===== src/hw/count_src_regs.svh =====
// constants for the timer count-source selector
`ifndef COUNT_SRC_REGS_SVH
`define COUNT_SRC_REGS_SVH

// ****************************************************************
// count-source code values
// ****************************************************************
`define CSRC_CODE_DIV1     3'h0
`define CSRC_CODE_DIV2     3'h1
`define CSRC_CODE_DIV4     3'h2
`define CSRC_CODE_DIV8     3'h3
`define CSRC_CODE_DIV32    3'h4
`define CSRC_CODE_EXT      3'h5

// ****************************************************************
// prescaler layout and reset values
// ****************************************************************
`define CSRC_PRESC_W       5
`define CSRC_PRESC_RST     5'h00
`define CSRC_DIV2_BITS     1
`define CSRC_DIV4_BITS     2
`define CSRC_DIV8_BITS     3
`define CSRC_DIV32_BITS    5

`endif


===== src/hw/count_src_pkg.sv =====
// types shared by the timer count-source selector
package count_src_pkg;

    // cpu/peripheral clock source, as reported by the clock generator
    typedef enum logic [2:0] {
        CPU_HS_OSC,
        CPU_LS_OSC,
        CPU_X1,
        CPU_PLL,
        CPU_XT1
    } cpu_src_e;

    // counting clock actually routed to the counter core
    typedef enum logic [3:0] {
        SRC_OFF,
        SRC_HS_OSC,
        SRC_MAIN,
        SRC_SUB,
        SRC_CLK_DIV1,
        SRC_CLK_DIV2,
        SRC_CLK_DIV4,
        SRC_CLK_DIV8,
        SRC_CLK_DIV32,
        SRC_EXT_PIN
    } count_src_e;

    // software configuration travelling together
    typedef struct packed {
        cpu_src_e    cpu_clock_src_sel;
        logic        osc_high_range_sel;
        logic        timer_clk_domain_sel;
        logic [2:0]  count_source_code;
        logic        third_pwm_mode;
    } cfg_s;

endpackage


===== src/hw/count_src_sel.sv =====
// count-source selector for a 16-bit general timer
`timescale 1ns/1ps
`default_nettype none
`include "count_src_regs.svh"

module count_src_sel (
    // clock and reset
    input  wire logic                      mclk,
    input  wire logic                      reset,
    // configuration from software
    input  wire count_src_pkg::cfg_s       cfg,
    // clock enables from the clock generator
    input  wire logic                      cpu_tick,
    input  wire logic                      high_speed_osc_clock,
    input  wire logic                      main_system_clock,
    input  wire logic                      subsystem_clock,
    // external count clock pin
    input  wire logic                      ext_count_clock_pin,
    // to the timer counter core
    output logic                           count_tick,
    output count_src_pkg::count_src_e      count_src,
    output logic                           setting_prohibited
);

    logic                      div2_tick;
    logic                      div4_tick;
    logic                      div8_tick;
    logic                      div32_tick;
    logic                      pin_r;
    logic                      pin_nxt;
    logic                      tick_r;
    logic                      tick_nxt;
    count_src_pkg::count_src_e src_r;
    count_src_pkg::count_src_e src_nxt;
    count_src_pkg::count_src_e src_dec;
    logic                      prohib_r;
    logic                      prohib_nxt;
    logic                      pin_rise;

    // ****************************************************************
    // prescaler
    // ****************************************************************
    // the prescaler runs free and is not restarted when the code changes,
    // so the first divided tick after a switch can come early;
    // the counter core must tolerate one short first period
    clk_prescaler u_presc (
        .mclk       (mclk),
        .reset      (reset),
        .cpu_tick   (cpu_tick),
        .div2_tick  (div2_tick),
        .div4_tick  (div4_tick),
        .div8_tick  (div8_tick),
        .div32_tick (div32_tick)
    );

    // ****************************************************************
    // legality and source decode
    // ****************************************************************
    // divided cpu clock for codes 000-100, external pin for 101, off otherwise
    function automatic count_src_pkg::count_src_e div_src(input logic [2:0] code);
        count_src_pkg::count_src_e s;
        case (code)
            `CSRC_CODE_DIV1:  s = count_src_pkg::SRC_CLK_DIV1;
            `CSRC_CODE_DIV2:  s = count_src_pkg::SRC_CLK_DIV2;
            `CSRC_CODE_DIV4:  s = count_src_pkg::SRC_CLK_DIV4;
            `CSRC_CODE_DIV8:  s = count_src_pkg::SRC_CLK_DIV8;
            `CSRC_CODE_DIV32: s = count_src_pkg::SRC_CLK_DIV32;
            `CSRC_CODE_EXT:   s = count_src_pkg::SRC_EXT_PIN;
            default:          s = count_src_pkg::SRC_OFF;
        endcase
        return s;
    endfunction

    // ****************************************************************
    // legal settings, row by row
    // ****************************************************************
    // low range, cpu domain, any cpu source:
    //   000-100 cpu clock /1 /2 /4 /8 /32, 101 external pin
    // low range, subsystem domain:
    //   ls osc or xt1: 000 subsystem clock, 101 external pin
    //   hs osc, x1 or pll: nothing legal
    // high range, cpu domain:
    //   hs osc: 000 hs osc clock, 101 external pin
    //   pll: 000 main system clock, 101 external pin
    //   ls osc, x1 or xt1: 101 external pin only
    // high range, subsystem domain:
    //   ls osc: 000 hs osc clock, 101 external pin
    //   xt1: 000 subsystem clock, 101 external pin
    //   pll: 101 external pin only
    //   hs osc or x1: nothing legal
    // anything else, codes 110 and 111 and the external pin in
    // third pwm mode decode to off, with the counter clock gated

    // full table: every unlisted combination falls to off
    function automatic count_src_pkg::count_src_e decode(input count_src_pkg::cfg_s c);
        count_src_pkg::count_src_e s;
        logic                      is_ext;
        logic                      is_0;
        is_ext = (c.count_source_code == `CSRC_CODE_EXT);
        is_0   = (c.count_source_code == `CSRC_CODE_DIV1);
        s      = count_src_pkg::SRC_OFF;
        if (!c.osc_high_range_sel && !c.timer_clk_domain_sel) begin
            s = div_src(c.count_source_code);
        end else if (!c.osc_high_range_sel) begin
            // low range, subsystem domain
            case (c.cpu_clock_src_sel)
                count_src_pkg::CPU_LS_OSC,
                count_src_pkg::CPU_XT1: begin
                    if (is_0) begin
                        s = count_src_pkg::SRC_SUB;
                    end else if (is_ext) begin
                        s = count_src_pkg::SRC_EXT_PIN;
                    end
                end
                default: s = count_src_pkg::SRC_OFF;
            endcase
        end else if (!c.timer_clk_domain_sel) begin
            // high range, cpu domain: only ext, plus 000 on hs osc or pll
            if (is_ext) begin
                s = count_src_pkg::SRC_EXT_PIN;
            end else if (is_0) begin
                case (c.cpu_clock_src_sel)
                    count_src_pkg::CPU_HS_OSC: s = count_src_pkg::SRC_HS_OSC;
                    count_src_pkg::CPU_PLL:    s = count_src_pkg::SRC_MAIN;
                    default:                   s = count_src_pkg::SRC_OFF;
                endcase
            end
        end else begin
            // high range, subsystem domain
            case (c.cpu_clock_src_sel)
                count_src_pkg::CPU_LS_OSC: begin
                    if (is_0) begin
                        s = count_src_pkg::SRC_HS_OSC;
                    end else if (is_ext) begin
                        s = count_src_pkg::SRC_EXT_PIN;
                    end
                end
                count_src_pkg::CPU_XT1: begin
                    if (is_0) begin
                        s = count_src_pkg::SRC_SUB;
                    end else if (is_ext) begin
                        s = count_src_pkg::SRC_EXT_PIN;
                    end
                end
                count_src_pkg::CPU_PLL: begin
                    if (is_ext) begin
                        s = count_src_pkg::SRC_EXT_PIN;
                    end
                end
                default: s = count_src_pkg::SRC_OFF;
            endcase
        end
        // the external pin is never a source in third pwm mode
        // software must avoid this pairing; the gate only keeps the counter safe
        if (c.third_pwm_mode && s == count_src_pkg::SRC_EXT_PIN) begin
            s = count_src_pkg::SRC_OFF;
        end
        return s;
    endfunction

    // one decode feeds both the tick mux and the reported source
    assign src_dec = decode(cfg);

    // ****************************************************************
    // tick routing
    // ****************************************************************
    // edge detector is low after reset, so a pin already high then
    // counts one edge on the first cycle out of reset
    assign pin_rise = ext_count_clock_pin & ~pin_r;

    // pick the enable of the decoded source; off gives no ticks
    // every source is an enable pulse of mclk, never a clock of its own
    always_comb begin
        pin_nxt    = ext_count_clock_pin;
        src_nxt    = src_dec;
        prohib_nxt = (src_dec == count_src_pkg::SRC_OFF);
        case (src_dec)
            count_src_pkg::SRC_HS_OSC:    tick_nxt = high_speed_osc_clock;
            count_src_pkg::SRC_MAIN:      tick_nxt = main_system_clock;
            count_src_pkg::SRC_SUB:       tick_nxt = subsystem_clock;
            count_src_pkg::SRC_CLK_DIV1:  tick_nxt = cpu_tick;
            count_src_pkg::SRC_CLK_DIV2:  tick_nxt = div2_tick;
            count_src_pkg::SRC_CLK_DIV4:  tick_nxt = div4_tick;
            count_src_pkg::SRC_CLK_DIV8:  tick_nxt = div8_tick;
            count_src_pkg::SRC_CLK_DIV32: tick_nxt = div32_tick;
            count_src_pkg::SRC_EXT_PIN:   tick_nxt = pin_rise;
            default:                      tick_nxt = 1'b0;
        endcase
    end

    // registered outputs: tick and source move on the same edge,
    // so a tick never shows under the label of the old source
    always_ff @(posedge mclk) begin
        if (reset) begin
            pin_r    <= 1'b0;
            tick_r   <= 1'b0;
            src_r    <= count_src_pkg::SRC_OFF;
            prohib_r <= 1'b0;
        end else begin
            pin_r    <= pin_nxt;
            tick_r   <= tick_nxt;
            src_r    <= src_nxt;
            prohib_r <= prohib_nxt;
        end
    end

    assign count_tick         = tick_r;
    assign count_src          = src_r;
    assign setting_prohibited = prohib_r;

endmodule
`default_nettype wire


===== src/hw/clk_prescaler.sv =====
// free-running prescaler of the cpu/peripheral clock enable
`timescale 1ns/1ps
`default_nettype none
`include "count_src_regs.svh"

module clk_prescaler (
    // clock and reset
    input  wire logic mclk,
    input  wire logic reset,
    // cpu/peripheral clock enable
    input  wire logic cpu_tick,
    // divided enables
    output logic      div2_tick,
    output logic      div4_tick,
    output logic      div8_tick,
    output logic      div32_tick
);

    logic [`CSRC_PRESC_W-1:0] cnt_r;
    logic [`CSRC_PRESC_W-1:0] cnt_nxt;

    // low bits all ones means this tick closes a divided period
    function automatic logic wrap(input logic [`CSRC_PRESC_W-1:0] c, input int unsigned n);
        logic ok;
        ok = 1'b1;
        for (int i = 0; i < n; i++) begin
            ok = ok & c[i];
        end
        return ok;
    endfunction

    // ****************************************************************
    // counter
    // ****************************************************************
    always_comb begin
        cnt_nxt = cnt_r;
        if (cpu_tick) begin
            cnt_nxt = cnt_r + `CSRC_PRESC_W'(1);
        end
    end

    always_ff @(posedge mclk) begin
        if (reset) begin
            cnt_r <= `CSRC_PRESC_RST;
        end else begin
            cnt_r <= cnt_nxt;
        end
    end

    // divided enables, one cpu tick wide
    assign div2_tick  = cpu_tick & wrap(cnt_r, `CSRC_DIV2_BITS);
    assign div4_tick  = cpu_tick & wrap(cnt_r, `CSRC_DIV4_BITS);
    assign div8_tick  = cpu_tick & wrap(cnt_r, `CSRC_DIV8_BITS);
    assign div32_tick = cpu_tick & wrap(cnt_r, `CSRC_DIV32_BITS);

endmodule
`default_nettype wire


===== config.mk =====
export PLATFORM = sky130hd
export DESIGN_NAME = count_src_sel
export DESIGN_NICKNAME = d
export VERILOG_FILES = /design/src/hw/count_src_pkg.sv /design/src/hw/count_src_sel.sv /design/src/hw/clk_prescaler.sv
export VERILOG_INCLUDE_DIRS = /design/src /design/src/hw
export SDC_FILE = /design/constraint.sdc
export NUM_CORES = 1
export LEC_CHECK = 0
export BUFFER_PORTS_ARGS = -buffer_cell sky130_fd_sc_hd__buf_2
export CAP_MARGIN = 20
export CORE_MARGIN = 8
export CORE_UTILIZATION = 45
export CTS_CLUSTER_SIZE = 20
export DETAILED_ROUTE_END_ITERATION = 6
export GPL_TIMING_DRIVEN = 0
export PLACE_DENSITY = 0.73
export SLEW_MARGIN = 5
export SYNTH_ARGS = -nofsm -noshare
export SYNTH_HDL_FRONTEND = slang
export SYNTH_SLANG_ARGS = --single-unit

===== constraint.sdc =====
create_clock -name mclk -period 2.31 [get_ports mclk]
set_input_delay 0.693 -clock mclk [delete_from_list [all_inputs] [get_ports mclk]]
set_output_delay 0.693 -clock mclk [all_outputs]
set_load 0.01 [all_outputs]

# Word level (Yosys, flattened, before mapping)
# Index checks and enable logic that the tools add are counted.
# classes
bitwise_logic,10
reduce_logical,8
n_mux,14
add_sub_neg,1
n_eq_ne,18
# ops
op,n
4-bit 2-to-1 mux,9
4-bit one-hot mux with 6 select lines,1
"4-bit by 3-bit == test with 1-bit output, second input constant",4
"4-bit == test, second input constant",3
4-bit one-hot mux with 3 select lines,1
1-bit AND,9
"3-bit by 2-bit == test with 1-bit output, second input constant",3
"3-bit == test, second input constant",3
1-bit one-hot mux with 9 select lines,1
"4-bit by 2-bit == test with 1-bit output, second input constant",2
"3-bit by 1-bit == test with 1-bit output, second input constant",2
3-bit zero test,2
"5-bit by 1-bit adder with 5-bit output, second input constant",1
"4-bit by 1-bit == test with 1-bit output, second input constant",1
4-bit zero test,1
2-bit one-hot mux with 2 select lines,1
1-bit logical AND,2
1-bit zero test,2
2-bit 2-to-1 mux,1
2-bit OR reduction,1
1-bit inverter,1
# word_totals
input_bits,16
regBits,12
word_cells,56

# Logic depth before layout (Yosys ltp)
# Gate-level depths: netlist of the first run.
# depth
ltp_word,12
mapped_depth,8
depth_no_buf,7

# By module
# A second synthesis of the first run with hierarchy kept.
# hier_totals
cells_unflattened,90
hier_area_um2,813.3
# modules_own_cells
module,n_inst,cells_each,area_each_um2,seq_area_each_um2
count_src_sel,1,64,536.8,140.1
clk_prescaler,1,26,276.5,100.1

# Worst setup path after synthesis of the first run
# Ideal clock, no wire load.
# synth_path
path_kind,input port to flip-flop
start,input cfg[5] in the netlist's numbering
end,"register tick_r, in the netlist count_tick"
path_stages,8
t_arrival_ns,2.251
path_buffers,1
slack_ns,-0.029
cell_sequence,buf_6 > nor2b_1 > nor3_1 > o21ai_2 > or4b_4 > a221oi_2 > o31ai_1 > a311oi_2
# synth_via
elab_chain_len,8
# synth_rtl
item,line,source
from (decl),count_src_sel.sv:11,"input wire count_src_pkg::cfg_s cfg,"
1-bit zero test,n/a,
1-bit logical AND,count_src_sel.sv:102,if (!c.osc_high_range_sel && !c.timer_clk_domain_sel) begin
4-bit 2-to-1 mux *,count_src_sel.sv:102,
4-bit == test,count_src_sel.sv:155,if (c.third_pwm_mode && s == count_src_pkg::SRC_EXT_PIN) begin
1-bit logical AND,count_src_sel.sv:155,
4-bit 2-to-1 mux *,count_src_sel.sv:155,
4-bit == test (tied with other cells),count_src_sel.sv:177,case (src_dec)
1-bit one-hot mux with 9 select lines *,count_src_sel.sv:177,
to (signal assigned),count_src_sel.sv:201,tick_r <= tick_nxt;
to (decl),count_src_sel.sv:31,logic tick_r;
# Every way passes the cells marked *; elsewhere a longest branch is shown, timed or not.
# A chain may end at the register's enable or synchronous reset.

# Final worst setup path of the first run
# layout_path
start,input cfg[7] in the netlist's numbering
end,"register tick_r, in the netlist count_tick"
# layout_via
elab_chain_len,12
# layout_rtl
item,line,source
3-bit by 2-bit == test with 1-bit output or 3-bit zero test (tied branches),"count_src_sel.sv:122, count_src_sel.sv:130",
2-bit one-hot mux with 2 select lines,count_src_sel.sv:122,case (c.cpu_clock_src_sel)
2-bit 2-to-1 mux,count_src_sel.sv:121,end else if (is_0) begin
4-bit 2-to-1 mux,count_src_sel.sv:119,if (is_ext) begin
4-bit 2-to-1 mux,count_src_sel.sv:117,end else if (!c.timer_clk_domain_sel) begin
4-bit 2-to-1 mux *,count_src_sel.sv:104,end else if (!c.osc_high_range_sel) begin
4-bit 2-to-1 mux *,count_src_sel.sv:102,
4-bit == test,count_src_sel.sv:155,
1-bit logical AND,count_src_sel.sv:155,
4-bit 2-to-1 mux *,count_src_sel.sv:155,
4-bit == test (tied with other cells),count_src_sel.sv:177,
1-bit one-hot mux with 9 select lines *,count_src_sel.sv:177,
# Marks and branches as above.

==> summary.md, run 1 <==
| Metric | Value |
|---|---|
| First-pass GRT wire length | `around 3000 um` |
| First-pass DRT Iterations | `4` |
| Outcome | `finished clean` |
| GRT Total Usage | `roughly 11%` |
| H-Tree Depth | `1` |
| Number of global-route vias before repair | `between 700 and 800` |
| Max Cap Viol | `0` |
| Synth Area in Adders | `3.11%` |
| Avg Cell Area, Syn | `8.76 sq um` |
| Cell Area, Synth | `806 sq um` |
| CTS tree | `built` |
| # clock sinks | `12` |
| Synth Area in Compound Gates | `23.4%` |
| WL per Instance | `between 10 and 15 um` |
| Peak supply drop | `0.434 mV` |
| Synth cell types | `41` |
| Post-Route WL | `1770 um` |
| Max Slew Vio Count | `0` |
| Clock buffer count from CTS | `3` |
| Largest family of logic cells by synthesized area | `simple AND/OR/NAND/NOR gates` |
| Mux contribution to synthesized area | `between 3 and 4%` |
| Syn nets | `110` |
| Post-DP HPWL | `about 1400 um` |
| Hold path startpoint | `u_presc.cnt_r[1]` |
| Critical Path AT | `~2.4 ns` |
| Detailed-route DRC error count | `0` |
| Worst EP required | `~2.5 ns` |
| Die Span X | `between 50 and 60 um` |
| Die ar. | `~3400 sq um` |
| Hold crit path type | `reg -> reg` |
| XOR/XNOR Fraction of Synth Area | `between 4 and 5%` |
| Clock latency at the later pin of the worst-skew pair | `roughly 0.27 ns` |
| Setup violators final | `0` |
| Crit Path Max Fanout | `6` |
| Max_slew headroom | `~45%` |
| Core Region | `roughly 1700 sq um` |
| Sequential fraction of the synthesis area | `between 20 and 30%` |
| Largest net degree at the start of global routing | `11` |
| Endpoints failing hold | `0` |
| Max Fclk | `0.447 GHz` |
| Ys flop type | `dfxtp_1` |
| Routed via count | `approximately 790` |
| Die Y | `58.3 um` |
| CTS Hold Bufs | `0` |
| Synthesized instance count | `just over 90` |
| RePlAce Congestion | `0.860` |
| Worst R2R Start | `u_presc.cnt_r[0]` |
| Vias per Instance | `approximately 5.6` |
| Tcrit/Tclk final | `between 90 and 100%` |
| CP Class | `in -> reg` |
| Starting Density | `a little under half` |
| Number of synthesized flops with an enable pin | `0` |
| Startpoint types | `input port` |
| Clock transition at path regs | `~0.070 ns` |
| Root buf cell | `clkbuf_4` |
| FF-to-FF End | `count_tick` |
| Yosys reg bits | `12` |
| Final setup margin | `between 0.07 and 0.08 ns` |
| Initial DRC Count | `20` |
| Setup crit end kind | `flip-flop` |
| Nets@finish | `roughly 130` |
| Worst Hold End | `u_presc.cnt_r[1]` |
| Worst Reg-to-Reg Cells | `6` |
| Post-place setup slack | `-0.225 ns` |
| Number of port buffers | `18` |
| ANT cells | `0` |
| Antenna violations before repair | `0` |
| Clock skew | `about 0.0013 ns` |
| Layout cell share with drive strength beyond 1 | `around 32%` |
| Leak | `0.422 nW` |
| Setup crit start | `cfg[7]` |
| Worst Max-Slew Pin Slew | `between 0.8 and 0.9 ns` |
| PwrDens | `486 nW/um^2` |
| Area Growth Syn to Fin | `23.9%` |
| Hold WS | `about 0.52 ns` |
| Post-Synth Simple-Gate Area | `between 20% and 30%` |
| Overflow after GRT | `0` |
| Ports | `22` |
| Min Tclk post-route | `between 2 and 2.5 ns` |
| Clk buf depth | `2` |
| Async S/R FF share, synth | `0%` |
| Syn. warnings | `0` |
| WHS Path Cells | `2` |
| Setup slack of the most critical reg-to-reg path | `about 0.8 ns` |
| DRT antenna net count | `0` |
| Cell row count | `15` |
[power breakdown]
part / switching [mW] / internal [mW]
Sequential: 0.00484 / 0.216
Combinational: 0.0583 / 0.0486
Clock: 0.0623 / 0.0958
[how the worst max path moves through the flow]
stage                       to  slack [ns]  depth (start not counted)
finish              count_tick        0.07                          8
global route        count_tick      -0.006                          8
CTS                 count_tick        0.05                          8
detailed placement  count_tick       -0.23                          8
global placement    count_tick       -0.22                          8
floorplan           count_tick        0.01                          8
[area by class of cell]
class | instances | area, sq um
flip-flops and latches | 12 | 240
well taps | 25 | 31.3
fillers | 156 | 709
multi-input cells | 73 | 536
inverters | 3 | 11.3
repair buffers | 19 | 100
clock buffers | 4 | 36.3
plain buffers | 4 | 43.8
[per-stage QoR]
step	utilization (%)	TNS, ns	cells	instance area, sq um	power (mW)
global route	58.5	-0.00609	140	998	0.511
finish	58.5	0	140	998	0.485
CTS	56.7	0	139	968	0.484
global placement	54.6	-0.232	135	932	0.322
detailed placement	54.6	-0.304	135	932	0.326
floorplan	-	0	92	811	0.290
[kinds of logic after synthesis]
| logic type | after synthesis |
|---|---|
| and+or+nand+nor | 40 |
| muxes | 3 |
| buffers and inverters | 7 |
| adders and majority gates | 2 |
| xor gates and xnor gates | 4 |
| DFF | 12 |
| AOI/OAI and AO/OA | 24 |
[sequential cells by signal, summed over array words and instances (netlist names)]
register and count:
pin_r 1, count_tick 1, u_presc.cnt_r 5, count_src 4, setting_prohibited 1
[Yosys cell counts (all sizes together), types with 3 or more instances]
library cell  number  area, sq um
nor2               9         33.8
o21ai              5         28.8
xor2               3         26.3
nor2b              7         43.8
o22ai              3         18.8
nand2              5         18.8
nand2b             3         18.8
a21oi              4         20.0
nand3              3         15.0
buf                3         30.0
dfxtp             12          240
inv                3         11.3
[critical path: stages]
cell and delay [ns]:
buf_2 0.13, nand2b_1 0.17, o32ai_4 0.23, o21ai_2 0.10, or4b_4 0.48, a221oi_2 0.25, o31ai_1 0.11, a311oi_2 0.26
[routing by layer]
layer  wire (um)  track usage, %
met3         131            4.57
met1         825            13.7
met4           6            3.15
met2         808            16.4
met5           0               0
[placed cells by master (no fill, tap or decap), drive strengths merged]
master   count
o22ai        3
o221ai       1
xnor2        1
nor4         2
o2111a       1
a211oi       2
xor2         3
a221oi       1
nand4        2
buf         21
or4b         1
o21ai        5
nand2b       3
inv          3
a22oi        2
o32ai        1
nor3         2
dfxtp       12
o31ai        1
o2111ai      1
clkbuf       6
and2b        2
nor2b        7
a311oi       1
ha           2
mux2i        2
a211o        1
nand2        5
nand3        3
nor4b        1
nor2         9
mux2         1
a21oi        4
or3          1
or4          1
and3         1
[repair_timing]
item                                    4_1_cts  5_1_grt
buffers inserted                              0        1
endpoints found under the hold margin         0        0
endpoints found under the setup margin        0        1
resized for setup                             0        3
Power figures use the tool's default switching activity.
==> run 2, diff against run 1 <==
--- a/config.mk
+++ b/config.mk
@@ -8,6 +8,7 @@
 export LEC_CHECK = 0
 export BUFFER_PORTS_ARGS = -buffer_cell sky130_fd_sc_hd__buf_2
 export CAP_MARGIN = 20
+export CORE_ASPECT_RATIO = 1.2
 export CORE_MARGIN = 8
 export CORE_UTILIZATION = 45
 export CTS_CLUSTER_SIZE = 20
==> run 2 against run 1 <==
Against the previous run: setup slack better by 0.018 ns; maximum frequency grew 0.83%; combinational power increased by 6%; die area increased by 0.17%; sequential power barely moved; critical endpoint unchanged; largest cell class unchanged; highest routed layer unchanged.
==> summary.md, run 2 (same netlist as run 1, synthesis figures left out) <==
| Metric | Value |
|---|---|
| Outcome | `finished clean` |
| Worst Max-Slew Pin Slew | `approximately 0.80 ns` |
| Power Total | `between 0.4 and 0.5 mW` |
| Clk buf depth | `2` |
| Area Growth Syn to Fin | `25.6%` |
| Crit Path Max Fanout | `4` |
| Internal Power | `roughly 0.33 mW` |
| Min Tclk post-route | `2.22 ns` |
| Starting Density | `between 40% and 50%` |
| Initial DRC Count | `9` |
| Overflow after GRT | `0` |
| Startpoint types | `input port` |
| Largest reg by FF count | `u_presc.cnt_r` |
| Post-DP HPWL | `between 1000 and 1500 um` |
| DRT antenna net count | `0` |
| Clock skew | `slightly below 0.003 ns` |
| Setup crit end kind | `flip-flop` |
| Critical Path AT | `roughly 2.4 ns` |
| Final instance area | `roughly 1000 sq um` |
| Vias per Instance | `5.75` |
| Tcrit/Tclk final | `between 90 and 100%` |
| Placed Area | `923 sq um` |
| Layout cell share with drive strength beyond 1 | `between 30% and 40%` |
| Clock buffer count from CTS | `3` |
| Antenna violations before repair | `0` |
| Clock transition at path regs | `0.07 ns` |
| Max_slew headroom | `45.9%` |
| Max Fclk | `around 0.45 GHz` |
| Peak supply drop | `between 0.15 and 0.2 mV` |
| ANT cells | `0` |
| Sequential cell fraction of total power | `between 40% and 50%` |
| Endpoints failing hold | `0` |
| Cell row count | `16` |
| CTS Hold Bufs | `0` |
| # fillers | `about 150` |
| Number of port buffers | `18` |
| Detailed-route DRC error count | `0` |
| Core Region | `about 1700 sq um` |
| Number of global-route vias before repair | `around 750` |
| Post-Route WL | `1790 um` |
| Max Cap Viol | `0` |
| H-Tree Depth | `1` |
| RePlAce Congestion | `about 0.80` |
| Most frequent cells in the layout | `16 x buf_2, 12 x dfxtp_1, 9 x nor2_1` |
| Root buf cell | `clkbuf_4` |
| First-pass DRT Iterations | `4` |
| Sw power | `approximately 0.13 mW` |
| Setup violators final | `0` |
| Comb power frac | `between 20% and 30%` |
| Switching Fraction | `28.2%` |
| Routed via count | `765` |
| WL per Instance | `13.5 um` |
| Largest net degree at the start of global routing | `11` |
| Die Y | `about 62 um` |
| Post-place setup slack | `-0.236 ns` |
| # clock sinks | `12` |
| Clock share of power | `27.3%` |
| Worst EP required | `~2.5 ns` |
| First-pass GRT wire length | `around 3000 um` |
| Final setup margin | `~0.09 ns` |
| Hold crit path type | `reg -> reg` |
| Largest register FFs | `5` |
| Die ar. | `around 3400 sq um` |
| Max Slew Vio Count | `0` |
| Ports | `22` |
| Commonest non-fill, non-tap cell in the layout | `buf_2` |
| GRT Total Usage | `about 11%` |
| PwrDens | `about 450 nW/um^2` |
| CP Class | `in -> reg` |
| Die Span X | `54.6 um` |
| CTS tree | `built` |
| Leak | `between 0.4 and 0.5 nW` |
| Nets@finish | `~140` |
| Clock latency at the later pin of the worst-skew pair | `around 0.26 ns` |
run 2: power by group through the flow:
stage / clock, mW / sequential (mW) / combinational [mW]
final: 0.125 / 0.220 / 0.113
after global routing: 0.138 / 0.221 / 0.125
after CTS: 0.128 / 0.220 / 0.100
after detailed placement: 0 / 0.225 / 0.0999
after global placement: 0 / 0.225 / 0.0975
after floorplan: 0 / 0.227 / 0.0634
run 2: timing repair:
action / 4_1_cts / 5_1_grt
endpoints found under the setup margin: 0 / 1
gates resized for setup: 0 / 10
setup buffers: 0 / 2
run 2: metal layers:
layer	routed length, um	vias to the layer above	track usage [%]
li1	-	390	-
met1	756	347	12.3
met2	895	23	18.2
met3	95	5	0.952
met4	44	0	6.48
met5	0	-	0
run 2: worst paths after layout:
check	from	end	slack (ns)	depth (start not counted)
worst max-delay path	cfg[7]	count_tick	0.09	8
worst max register to register	u_presc.cnt_r[0]	count_tick	0.87	6
worst min register to register	u_presc.cnt_r[4]	u_presc.cnt_r[4]	0.52	2
worst min-delay path	u_presc.cnt_r[4]	u_presc.cnt_r[4]	0.52	2
run 2: final cells by class:
cell class	instances	area [sq um]	share of cell area (%)
Inverter	3	11.3	1.11
Multi-Input combinational cell	73	554	54.8
Buffer	4	43.8	4.33
Timing Repair Buffer	20	118	11.6
Clock buffer	3	22.5	2.22
Tap cell	18	22.5	2.22
Sequential cell	12	240	23.7
run 2: per-stage QoR:
step,TNS [ns],util [%],hold slack [ns],cells
after floorplan,0,-,0.480,92
after global placement,-0.243,55.6,0.497,128
after detailed placement,-0.295,55.6,0.514,128
after CTS,0,56.9,0.536,131
after global routing,-0.0134,60.9,0.560,133
final,0,60.9,0.525,133
run 2: worst max-delay path, stage by stage:
cell	delay, ns
buf_8	0.10
nand2b_4	0.14
o32ai_4	0.29
o21ai_2	0.10
or4b_4	0.51
a221oi_2	0.25
o31ai_2	0.10
a311oi_2	0.23
